`config.mk`:
```
export PLATFORM = sky130hd
export DESIGN_NAME = wft_watchdog
export DESIGN_NICKNAME = d
export VERILOG_FILES = /design/src/core/wft_pkg.sv /design/src/core/wft_watchdog.sv
export VERILOG_INCLUDE_DIRS = /design/src /design/src/core
export SDC_FILE = /design/constraint.sdc
export NUM_CORES = 1
export LEC_CHECK = 0
export BUFFER_PORTS_ARGS = -buffer_cell sky130_fd_sc_hd__buf_4
export CAP_MARGIN = 15
export CORE_MARGIN = 5
export CORE_UTILIZATION = 49
export CTS_CLUSTER_SIZE = 20
export DETAILED_ROUTE_END_ITERATION = 8
export PLACE_DENSITY = 0.75
export SYNTH_ARGS = -nofsm -noshare
export SYNTH_HDL_FRONTEND = slang
export SYNTH_SLANG_ARGS = --single-unit
export TNS_END_PERCENT = 100
```
`constraint.sdc`:
```
create_clock -name clock -period 1.7 [get_ports clock]
set_input_delay 0.34 -clock clock [delete_from_list [all_inputs] [get_ports clock]]
set_output_delay 0.34 -clock clock [all_outputs]
set_load 0.02 [all_outputs]
```
`src/core/wft_consts.svh`:
```
// constants for the watchdog feed timer: keys, field positions, resets
`ifndef WFT_CONSTS_SVH
`define WFT_CONSTS_SVH

// feed sequence keys
`define WFT_FEED1_KEY   8'hA5
`define WFT_FEED2_KEY   8'h5A

// control byte field positions
`define WFT_SEL_MSB     7
`define WFT_SEL_LSB     5
`define WFT_RUN_BIT     2
`define WFT_TOF_BIT     1

// widths
`define WFT_PRESC_W     13
`define WFT_COUNT_W     8
`define WFT_SEL_W       3

// lowest prescaler bit index of the tap window (code 0 = divide by 32)
`define WFT_TAP_BASE    4

// reset values
`define WFT_CTRL_RST    8'hE4
`define WFT_SEL_RST     3'h7
`define WFT_RELOAD_RST  8'h00
`define WFT_PRESC_RST   13'h0000

`endif

```
`src/core/wft_pkg.sv`:
```
// types shared by the watchdog feed timer
package wft_pkg;

  // which special function register a bus access targets
  typedef enum logic [2:0] {
    SFR_OTHER  = 3'h0,
    SFR_FEED1  = 3'h1,
    SFR_FEED2  = 3'h2,
    SFR_CTRL   = 3'h3,
    SFR_RELOAD = 3'h4
  } wft_sfr_t;

  // feed sequence state
  typedef enum logic [0:0] {
    FEED_IDLE  = 1'h0,
    FEED_ARMED = 1'h1
  } wft_feed_t;

endpackage : wft_pkg

```
`src/core/wft_watchdog.sv`:
```
// watchdog feed timer: prescaler, main down-counter and feed sequencer
//
// Behaviour
// watchdog runs after every reset; software must stop it explicitly
// 13-bit prescaler then 8-bit down-counter, clocked by timer clock source
// main counter decremented by a tap from the upper prescaler bits
// fastest tap decrements once every 32 timer clock periods
// decrement at zero signals underflow and reloads from the autoload value
// autoload value 0 to FF allowed; every autoload clears the prescaler
// timeout is tick period times divisor times reload plus one
// counter only loadable from autoload register via a valid feed
// feed is A5 to first register then 5A to second; then autoload
// any other register access between the two feed writes resets
// wrong value to second feed register after armed first resets at once
// control register writes stay pending until the next valid feed
// software stops the watchdog by writing zero then feeding
// underflow triggers a full system reset
// software must feed within one timeout period
// software should mask interrupts around the feed sequence
// three select bits choose divisor 32 up to 4096
// reset sets run, clears reload, flag and prescaler, max divisor, loads
// underflow reloads, sets timeout flag, keeps run, reload and select
// control byte: select bits 7..5, run bit 2, timeout flag bit 1
// first feed write other than A5 leaves the sequence unarmed
`timescale 1ns/1ps
`default_nettype none
`include "wft_consts.svh"

module wft_watchdog (
  input  wire logic                   clock,
  input  wire logic                   srst,
  input  wire logic                   timer_tick,
  input  wire logic                   sfr_access,
  input  wire logic                   sfr_wr,
  input  wire wft_pkg::wft_sfr_t      sfr_sel,
  input  wire logic [7:0]             sfr_wdata,
  output logic                        wd_reset,
  output logic                        wd_run_bit,
  output logic                        wd_timeout_flag,
  output logic [2:0]                  prescale_sel,
  output logic [7:0]                  ctrl_pending,
  output logic [7:0]                  wd_reload_value,
  output logic [7:0]                  count_value
);
  import wft_pkg::*;

  typedef struct packed {
    logic [`WFT_PRESC_W-1:0] presc;
    logic [`WFT_COUNT_W-1:0] count;
    logic [7:0]              reload;
    logic [`WFT_SEL_W-1:0]   sel;
    logic                    run;
    logic                    tof;
    logic [7:0]              pend;
    wft_feed_t               fstate;
    logic                    rst_out;
  } wft_state_t;

  wft_state_t st_reg;
  wft_state_t st_next;
  logic       feed_ok;
  logic       feed_bad;
  logic       tap_dec;

  // true when the selected tap bit is about to carry; one decode per tick
  function automatic logic tap_hit(input logic [`WFT_PRESC_W-1:0] p,
                                   input logic [`WFT_SEL_W-1:0]   s);
    logic hit;
    hit = 1'b1;
    for (int i = 0; i < `WFT_PRESC_W; i++) begin
      if (i <= `WFT_TAP_BASE + int'(s)) begin
        hit = hit & p[i];
      end
    end
    return hit;
  endfunction : tap_hit

  // feed sequencer decisions; the access after an armed first write decides
  assign feed_ok = sfr_access && (st_reg.fstate == FEED_ARMED) && sfr_wr
                   && (sfr_sel == SFR_FEED2)
                   && (sfr_wdata == `WFT_FEED2_KEY);
  assign feed_bad = sfr_access && (st_reg.fstate == FEED_ARMED)
                    && !feed_ok;
  // divisor is 2**(5+sel) ticks of the timer clock source
  assign tap_dec = st_reg.run && timer_tick
                   && tap_hit(st_reg.presc, st_reg.sel);

  // next state
  always_comb begin
    st_next = st_reg;
    st_next.rst_out = 1'b0;
    // arming: only an exact first key arms, anything else disarms
    if (sfr_access) begin
      if (st_reg.fstate == FEED_ARMED) begin
        st_next.fstate = FEED_IDLE;
      end else if (sfr_wr && sfr_sel == SFR_FEED1
                   && sfr_wdata == `WFT_FEED1_KEY) begin
        st_next.fstate = FEED_ARMED;
      end
    end
    // control writes land in the pending copy; flag clear is immediate
    if (sfr_access && sfr_wr && sfr_sel == SFR_CTRL) begin
      st_next.pend = sfr_wdata;
      if (!sfr_wdata[`WFT_TOF_BIT]) begin
        st_next.tof = 1'b0;
      end
    end
    // reload is only a source for autoloads, never the counter itself
    if (sfr_access && sfr_wr && sfr_sel == SFR_RELOAD) begin
      st_next.reload = sfr_wdata;
    end
    if (st_reg.run && timer_tick) begin
      st_next.presc = st_reg.presc + `WFT_PRESC_W'(1);
    end
    // a good feed beats a same-cycle underflow: the software did its job
    if (feed_ok) begin
      st_next.count = st_reg.reload;
      st_next.presc = `WFT_PRESC_RST;
      st_next.sel = st_reg.pend[`WFT_SEL_MSB:`WFT_SEL_LSB];
      st_next.run = st_reg.pend[`WFT_RUN_BIT];
    end else if (tap_dec) begin
      if (st_reg.count == `WFT_COUNT_W'(0)) begin
        st_next.count = st_reg.reload;
        st_next.presc = `WFT_PRESC_RST;
        st_next.tof = 1'b1;
        st_next.rst_out = 1'b1;
      end else begin
        st_next.count = st_reg.count - `WFT_COUNT_W'(1);
      end
    end
    // broken sequence forces a reset and marks the watchdog as its cause
    if (feed_bad) begin
      st_next.rst_out = 1'b1;
      st_next.tof = 1'b1;
    end
  end

  // state register; reset loads the counter from the cleared reload
  always_ff @(posedge clock) begin
    if (srst) begin
      st_reg.presc <= `WFT_PRESC_RST;
      st_reg.count <= `WFT_RELOAD_RST;
      st_reg.reload <= `WFT_RELOAD_RST;
      st_reg.sel <= `WFT_SEL_RST;
      st_reg.run <= 1'b1;
      st_reg.tof <= 1'b0;
      st_reg.pend <= `WFT_CTRL_RST;
      st_reg.fstate <= FEED_IDLE;
      st_reg.rst_out <= 1'b0;
    end else begin
      st_reg <= st_next;
    end
  end

  // outputs are plain state fields
  assign wd_reset = st_reg.rst_out;
  assign wd_run_bit = st_reg.run;
  assign wd_timeout_flag = st_reg.tof;
  assign prescale_sel = st_reg.sel;
  assign ctrl_pending = st_reg.pend;
  assign wd_reload_value = st_reg.reload;
  assign count_value = st_reg.count;
endmodule : wft_watchdog

`default_nettype wire

```
==> Yosys cells after proc, flatten, opt, wreduce, memory -nomap -nowiden <==
Cells that the tools add are included.
{ "word_totals": {"romBits": 0, "out_inout_bits": 30, "register_bits": 44, "latch_bits": 0, "mem_count": 0, "input_bits": 16, "wordCells": 89, "ram_bits": 0} }
{ "op_classes": {"addsub": 3, "mul": 0, "shift": 0, "bitwise_logic": 12, "n_reduce_logical": 16, "eq_ne": 6, "div": 0, "muxes": 30, "magnitude_cmp": 13} }
{ "op_table": {"columns": ["operator", "n"], "rows": [
  ["less-or-equal comparator 4 x 32 -> 1 bit, first input constant", 4],
  ["less-or-equal comparator 5 x 32 -> 1 bit, first input constant", 4],
  ["less-or-equal comparator 3 x 32 -> 1 bit, first input constant", 2],
  ["less-or-equal comparator 1 x 32 -> 1 bit, first input constant", 1],
  ["less-or-equal comparator 2 x 32 -> 1 bit, first input constant", 1],
  ["two-way mux 13 bit", 2],
  ["two-way mux 1 bit", 24],
  ["two-way mux 21 bit", 1],
  ["two-way mux 8 bit", 2],
  ["adder 13 x 1 -> 13 bit, second input constant", 1],
  ["AND 1 bit", 12],
  ["logical AND 1 bit", 12],
  ["two-way mux 9 bit", 1],
  ["== test 8 x 7 -> 1 bit, second input constant", 1],
  ["== test 8 bit, second input constant", 1],
  ["zero test 8 bit", 1],
  ["subtractor 8 x 1 -> 8 bit, second input constant", 1],
  ["== test 3 x 2 -> 1 bit, second input constant", 2],
  ["adder 3 x 3 -> 4 bit, first input constant", 1],
  ["less-or-equal comparator 4 bit, first input constant", 1],
  ["== test 3 x 1 -> 1 bit, second input constant", 1],
  ["== test 3 bit, second input constant", 1],
  ["nonzero test 2 bit", 1],
  ["OR reduction 2 bit", 1],
  ["zero test 1 bit", 1]
]} }

==> Longest topological paths before layout <==
Gate-level depths: netlist (run 1).
{ "depth": {"depth_word": 31, "depth_mapped": 8, "ltp_nobuf": 7} }

==> Worst setup path after synthesis (run 1) <==
Ideal clock, no wire load.
{ "synth_timing": {"kind": "register to register", "start": "register st_reg (netlist bit wd_run_bit)", "end": "register st_reg (netlist bit count_value[3])", "n_path_buf": 1, "path_stages_with_launch": 8, "setup_time_ns": 0.130, "period_less_slack_ns": 1.739, "arrival_time_ns": 1.609, "t_required_ns": 1.570, "setup_slack_ns": -0.039, "cell_sequence": "dfxtp_1 > nand2_1 > nor4b_4 > nand4_4 > buf_6 > o41ai_1 > a21o_1 > a21oi_2"} }
{ "synth_between": {"elab_chain_len": 3} }
{ "synth_rtl": {"columns": ["item", "line_no", "text"], "rows": [
  ["from (decl)", "wft_watchdog.sv:59", "wft_state_t st_reg;"],
  ["from (signal assigned)", "wft_watchdog.sv:151", "st_reg <= st_next;"],
  ["logical AND 1 bit", "wft_watchdog.sv:85", "assign tap_dec = st_reg.run && timer_tick"],
  ["logical AND 1 bit", "wft_watchdog.sv:86", "&& tap_hit(st_reg.presc, st_reg.sel);"],
  ["nonzero test 2 bit (no source line)", null, null]
]} }
No other way between the ends.
A chain may end at the register's enable or synchronous reset.

==> Final worst setup path (run 1) <==
{ "layout_timing": {"start": "register st_reg[31] (netlist bit)", "end": "register st_reg (netlist bit count_value[5])"} }
{ "layout_between": {"elab_chain_len": 27} }
{ "layout_rtl": {"columns": ["item", "line_no", "text"], "rows": [
  ["two-way mux 1 bit *", "wft_watchdog.sv:71", "if (i <= `WFT_TAP_BASE + int'(s)) begin"],
  ["AND 1 bit", "wft_watchdog.sv:72", "hit = hit & p[i];"],
  ["two-way mux 1 bit *", "wft_watchdog.sv:71", null],
  ["AND 1 bit", "wft_watchdog.sv:72", null],
  ["two-way mux 1 bit *", "wft_watchdog.sv:71", null],
  ["AND 1 bit", "wft_watchdog.sv:72", null],
  ["two-way mux 1 bit *", "wft_watchdog.sv:71", null],
  ["AND 1 bit", "wft_watchdog.sv:72", null],
  ["(+11 left out)", null, null],
  ["AND 1 bit", "wft_watchdog.sv:72", null],
  ["two-way mux 1 bit *", "wft_watchdog.sv:71", null],
  ["AND 1 bit", "wft_watchdog.sv:72", null],
  ["two-way mux 1 bit *", "wft_watchdog.sv:71", null],
  ["AND 1 bit", "wft_watchdog.sv:72", null],
  ["two-way mux 1 bit *", "wft_watchdog.sv:71", null],
  ["logical AND 1 bit *", "wft_watchdog.sv:86", null],
  ["nonzero test 2 bit (no source line) *", null, null]
]} }
Every way passes the cells marked *; elsewhere a longest branch is shown, timed or not.

==> flow_summary.toml, run 1 <==
[clocking]
insertion_delay_ns = 0.29
holdBufCountCts = 0
clock-sinks = 43
clk_pin_slew_worst_paths_ns = 0.08
ctsRootBufferMaster = "clkbuf_8"
clockBufferDepth = 2
cts_tree = "done"
cts_max_level = 2
numCtsBuffers = 5

[routing]
routedWlPerCell_um = 14.3
drtPass1Iterations = 4
drt_iter0_drc = 147
drtAntennaViolNets = 0
vias_per_cell = 5.37
num_vias = 2062
drc = 0
totalWireLength_mm = 5.48

[sta]
hold_viol = 0
setup_tns_ns = -2.37
post-route-period-util_pct = 111
rsz0062_at_grt = "yes"
setup_ws_ns = -0.179
period_minus_slack_ns = 1.88
max-slew-margin-rel_pct = 69.8
tightestPinTransition_ns = 0.451
fin_hold_ws_ns = 0.302
max_freq_mhz = 532
setup_viol = 21
fin_skew_ns = 0.00949
slew_viol_final = 0

[place]
gp_congestion = 0.860
portBuffers = 45
dp_hpwl_mm = 3.92
dp_slack_ns = -0.223
dp_cells = 369

[critical_path]
arrival_ns = 2.10
cp_max_fo = 5
critical_path.cell_chain = "ha_4 -> ha_4 -> nor4b_4 -> nand4_4 -> nand2b_4 -> or3_4 -> a31oi_2"
crit_family = "simple AND/OR/NAND/NOR gates"
critPathMaxStageDelay_ns = 0.37
worstPathRequired_ns = 1.92
cp-end-kind = "flop"
cp_num_buf_inv = 0
worstSetupPathType = "flop to flop"
critical_path.most_common_cell = "ha_4"
slowest_stage = "dfxtp_2"
crit_path_start_kind = "flop"

[floorplanning]
die_y_um = 78.4
pin_count = 46
fp.dieW_um = 78.4
dieArea_sq_um = 6140
coreArea_sq_um = 4440
rows = 24
start_util_pct = 51.5

[power_and_ir_drop]
vdd_drop_max_uv = 692
p_leak_nw = 1.30
power-per-cell-area_nw_per_um2 = 698

[layout]
final_cells = 384
nNetsFinal = 351
drive_gt1_share_pct = 35.8
largest_reg_flops = 13
areaGrowthSynthToFinish_pct = 30.9
antennaDiodeCount = 0
mostFrequentLayoutCells = "84 x buf_4, 47 x nand2_1, 40 x dfxtp_1"
fin_util_pct = 67.5
final_common_cell = "buf_4"

[logic_synthesis]
synth_top_area_share_pct = 37.6
synth_edf_count = 0
ys_warn_count = 0
syn-num-nets = 294
synthArstFlopShare_pct = 0
mappedNetlistArea_sq_um = 2290
synth_cells = 274
ys.flop_type = "dfxtp_1"
synth_cell_type_count = 52
synth.yosys.seq_area_share_pct = 37.6
synth-seq-cells = 43
synth_area_leaders = "dfxtp_1 38%, buf_4 8.8%, nand2_1 7.9%, nor2_1 6.1%, mux2i_1 4.4%"
syn_area_per_cell_sq_um = 8.36
yosys.area.top_type = "dfxtp_1"

[grt]
grt_max_degree = 34
grt-ovfl-total = 0
grt_usage_pct = 19.1
grt_pass1_wl_mm = 9.49
antenna_found_initial = 0
grt_pass1_vias = 2055

[run]
cap_violations = 0

[hold_path]
hold_class = "primary input to flop"

[status]
violations = "negative setup slack"
status = "finished, violations left"
==> final timing paths <==
path / start / to / slack [ns] / depth (start not counted)
setup / recovery: st_reg[31] / count_value[5] / -0.18 / 7
hold / removal: sfr_wdata[7] / ctrl_pending[7] / 0.30 / 3
setup reg to reg: st_reg[31] / count_value[5] / -0.18 / 7
hold reg to reg: ctrl_pending[3] / ctrl_pending[3] / 0.47 / 2
==> cell usage after synthesis (all sizes together) (3+ instances only) <==
cell and number:
nand2 48, dfxtp 43, nor2 37, buf 31, mux2i 10, a21oi 9, nand3b 9, clkbuf 6
o21ai 6, xor2 6, nand3 5, nand4 5, a211oi 4, and3 4, ha 4, inv 4
nand2b 4, nor2b 4, xnor2 4, or3 3
==> kinds of logic after synthesis <==
kind of cell,synth area share (%)
AO/OA/AOI/OAI,10.1
adder cells (fa/ha/maj),2.18
multiplexers,4.86
buffers and inverters,11.6
AND/OR/NAND/NOR,29.9
XOR/XNOR,3.82
flip-flops,37.6
==> worst reg2reg max path, stage by stage (launching register included) <==
cell and delay (ns):
dfxtp_2 0.37, ha_4 0.15, ha_4 0.12, nor4b_4 0.29
nand4_4 0.17, nand2b_4 0.19, or3_4 0.33, a31oi_2 0.18
==> through the flow <==
stage | instance area, sq um | total power, W
floorplan | 2300 | 0.00111
global placement | 2740 | 0.00117
detailed placement | 2740 | 0.00118
CTS | 2970 | 0.00211
global route | 3000 | 0.00218
finish | 3000 | 0.00209
==> layout make-up <==
| cell class | instances | area (sq um) |
|---|---|---|
| timing repair buffer | 86 | 662 |
| clock buffer | 6 | 72.6 |
| tap | 52 | 65.1 |
| fill | 364 | 1450 |
| multi-input combinational | 191 | 1260 |
| sequential | 43 | 865 |
| clock inverter | 2 | 60.1 |
| inverter | 4 | 15.0 |
==> power breakdown <==
part	switching [W]	internal, W
registers	0.0000108	0.00102
clock network	0.000344	0.000587
logic	0.0000680	0.0000653
==> repair_timing <==
| item | in CTS | in global routing |
|---|---|---|
| gates resized for setup | 9 | 6 |
| gates cloned | 1 | 0 |
| pin swaps | 7 | 5 |
| buffers inserted | 5 | 1 |
| setup endpoints to repair | 21 | 22 |
==> layer usage <==
| layer | routed length [um] | track usage, % | up-vias |
|---|---|---|---|
| met1 | 2520 | 24.2 | 974 |
| met3 | 266 | 4.58 | 13 |
| met4 | 127 | 9.44 | 0 |
| met2 | 2570 | 30.6 | 52 |
| met5 | 0 | 0 | - |
| li1 | - | - | 1023 |
Power figures use the tool's default switching activity.
==> inputs of run 2 (changes only) <==
--- a/config.mk
+++ b/config.mk
@@ -13,6 +13,8 @@
 export CTS_CLUSTER_SIZE = 20
 export DETAILED_ROUTE_END_ITERATION = 8
 export PLACE_DENSITY = 0.75
+export SKIP_CTS_REPAIR_TIMING = 1
+export SKIP_LAST_GASP = 1
 export SYNTH_ARGS = -nofsm -noshare
 export SYNTH_HDL_FRONTEND = slang
 export SYNTH_SLANG_ARGS = --single-unit
==> run 2 against run 1 <==
The flow still finishes with violations (negative setup slack). Register-to-register slack lost 0.03 ns. Cell area increased by 3.0%. Global-route usage down 1.3 points. Clock power up 0.9%. Sequential cell count is the same. Sequential share of layout area down 0.84 points. First-iteration DRC count rose by 6.1%. Hold slack improved by 0.0026 ns. Combinational power increased by 15%. Core utilization is 2.0 points higher. Setup slack lost 0.029 ns. Maximum frequency decreased by 1.5%. Critical path type unchanged. Largest power group unchanged.
==> flow_summary.toml, run 2 (same netlist as run 1, synthesis figures left out) <==
[sta]
max-slew-margin-rel_pct = 66.6
period_minus_slack_ns = 1.91
setup_viol = 22
hold_viol = 0
max_freq_mhz = 524
setup_ws_ns = -0.208
post-route-period-util_pct = 112
slew_viol_final = 0
fin_skew_ns = 0.0129
rsz0062_at_grt = "yes"
tightestPinTransition_ns = 0.499

[layout]
drive_gt1_share_pct = 38.3
multi_input_area_sq_um = 1330
areaGrowthSynthToFinish_pct = 34.8
nNetsFinal = 351
largest_reg_flops = 13
regArea_sq_um = 865
n_fill_cell = 348
fin_util_pct = 69.5
final_common_cell = "buf_4"
antennaDiodeCount = 0
final_cells = 384
mostFrequentLayoutCells = "82 x buf_4, 47 x nand2_1, 40 x dfxtp_1"

[routing]
drtAntennaViolNets = 0
totalWireLength_mm = 5.82
wl_met1_mm = 2.55
drt_iter0_drc = 156
route.met2.wl_mm = 2.86
drtPass1Iterations = 5
vias_per_cell = 5.44
drc = 0
route.met3.wl_um = 317
topRoutingLayerUsed = "met4"
num_vias = 2089
routedWlPerCell_um = 15.2

[grt]
grt_pass1_wl_mm = 8.96
antenna_found_initial = 0
grt_max_degree = 34
grt_pass1_vias = 1971
grt-ovfl-total = 0
grt_usage_pct = 17.9

[power_and_ir_drop]
power-per-cell-area_nw_per_um2 = 687
vdd_drop_max_uv = 693
p_leak_nw = 1.31

[clocking]
insertion_delay_ns = 0.30
ctsRootBufferMaster = "clkbuf_8"
clockBufferDepth = 2
cts_max_level = 2
clock-sinks = 43
cts_tree = "done"
clk_pin_slew_worst_paths_ns = 0.09
numCtsBuffers = 5

[status]
violations = "negative setup slack"
status = "finished, violations left"

[critical_path]
cp_max_fo = 6
reg2reg_to = "count_value[7]"
critPathMaxStageDelay_ns = 0.38
worstPathRequired_ns = 1.88
r2r_slack_ns = -0.21
critical_path.most_common_cell = "ha_4"
critical_path.cell_chain = "ha_4 -> ha_4 -> nor4b_4 -> nand4_4 -> buf_4 -> o31a_1 -> o21ai_1 -> a21oi_1"
crit_path_start_kind = "flop"
rr_worst_depth = 8
worstSetupPathType = "flop to flop"
r2r-start = "st_reg[32]"
slowest_stage = "dfxtp_2"
cp-end-kind = "flop"
arrival_ns = 2.08

[place]
dp_hpwl_mm = 3.92
gp_congestion = 0.860
portBuffers = 45
dp_cells = 369

[hold_path]
whs_endpoint = "ctrl_pending[6]"
min_path_cells = 3
hold_start = "sfr_wdata[6]"
hold_class = "primary input to flop"

[floorplanning]
start_util_pct = 51.5
rows = 24
dieArea_sq_um = 6140
pin_count = 46
coreArea_sq_um = 4440
die_y_um = 78.4
fp.dieW_um = 78.4

[run]
cap_violations = 0
[run 2: how the worst max path moves through the flow]
stage	startpoint	to	slack [ns]	depth (start not counted)
2_1_floorplan	st_reg[32]	count_value[6]	0.02	7
3_3_place_gp	st_reg[32]	count_value[5]	-0.10	7
3_5_place_dp	st_reg[32]	count_value[5]	-0.22	7
4_1_cts	st_reg[32]	count_value[5]	-0.25	7
5_1_grt	st_reg[32]	count_value[7]	-0.30	8
6_report	st_reg[32]	count_value[7]	-0.21	8
[run 2: worst max-delay path, delay by kind of cell (launching register included)]
kind,cells,cell delay (ns)
buf+inv,1,0.20
simple gates,2,0.47
flops,1,0.38
fa+ha+maj,2,0.27
compound gates,3,0.48
[run 2: per-stage QoR]
step | power, W | instance area, sq um | hold WS, ns | setup WS (ns) | TNS (ns)
after floorplan | 0.00111 | 2300 | 0.408 | 0.0243 | 0
after global placement | 0.00117 | 2740 | 0.449 | -0.100 | -0.741
after detailed placement | 0.00118 | 2740 | 0.451 | -0.223 | -1.78
after CTS | 0.00210 | 2870 | 0.298 | -0.251 | -2.32
after global routing | 0.00220 | 3090 | 0.297 | -0.297 | -4.93
final | 0.00212 | 3090 | 0.304 | -0.208 | -3.03
[run 2: power by group]
part	internal (W)	switching, W	leakage, nW
Combinational	0.0000739	0.0000796	0.898
Sequential	0.00102	0.0000109	0.348
Clock	0.000587	0.000351	0.0654
[run 2: area by class of cell]
| cell class | count | share of cell area [%] |
|---|---|---|
| Tap cell | 52 | 2.11 |
| Clock inverter | 2 | 1.94 |
| Clock buffer | 6 | 2.35 |
| Timing Repair Buffer | 86 | 22.1 |
| Multi-Input combinational cell | 191 | 43.0 |
| Sequential cell | 43 | 28.0 |
| Inverter | 4 | 0.486 |
[run 2: per-layer routing]
layer	vias up	global-route usage (%)
met1	983	23.0
met2	72	28.3
li1	1026	-
met3	8	4.69
met5	-	0
met4	0	7.69
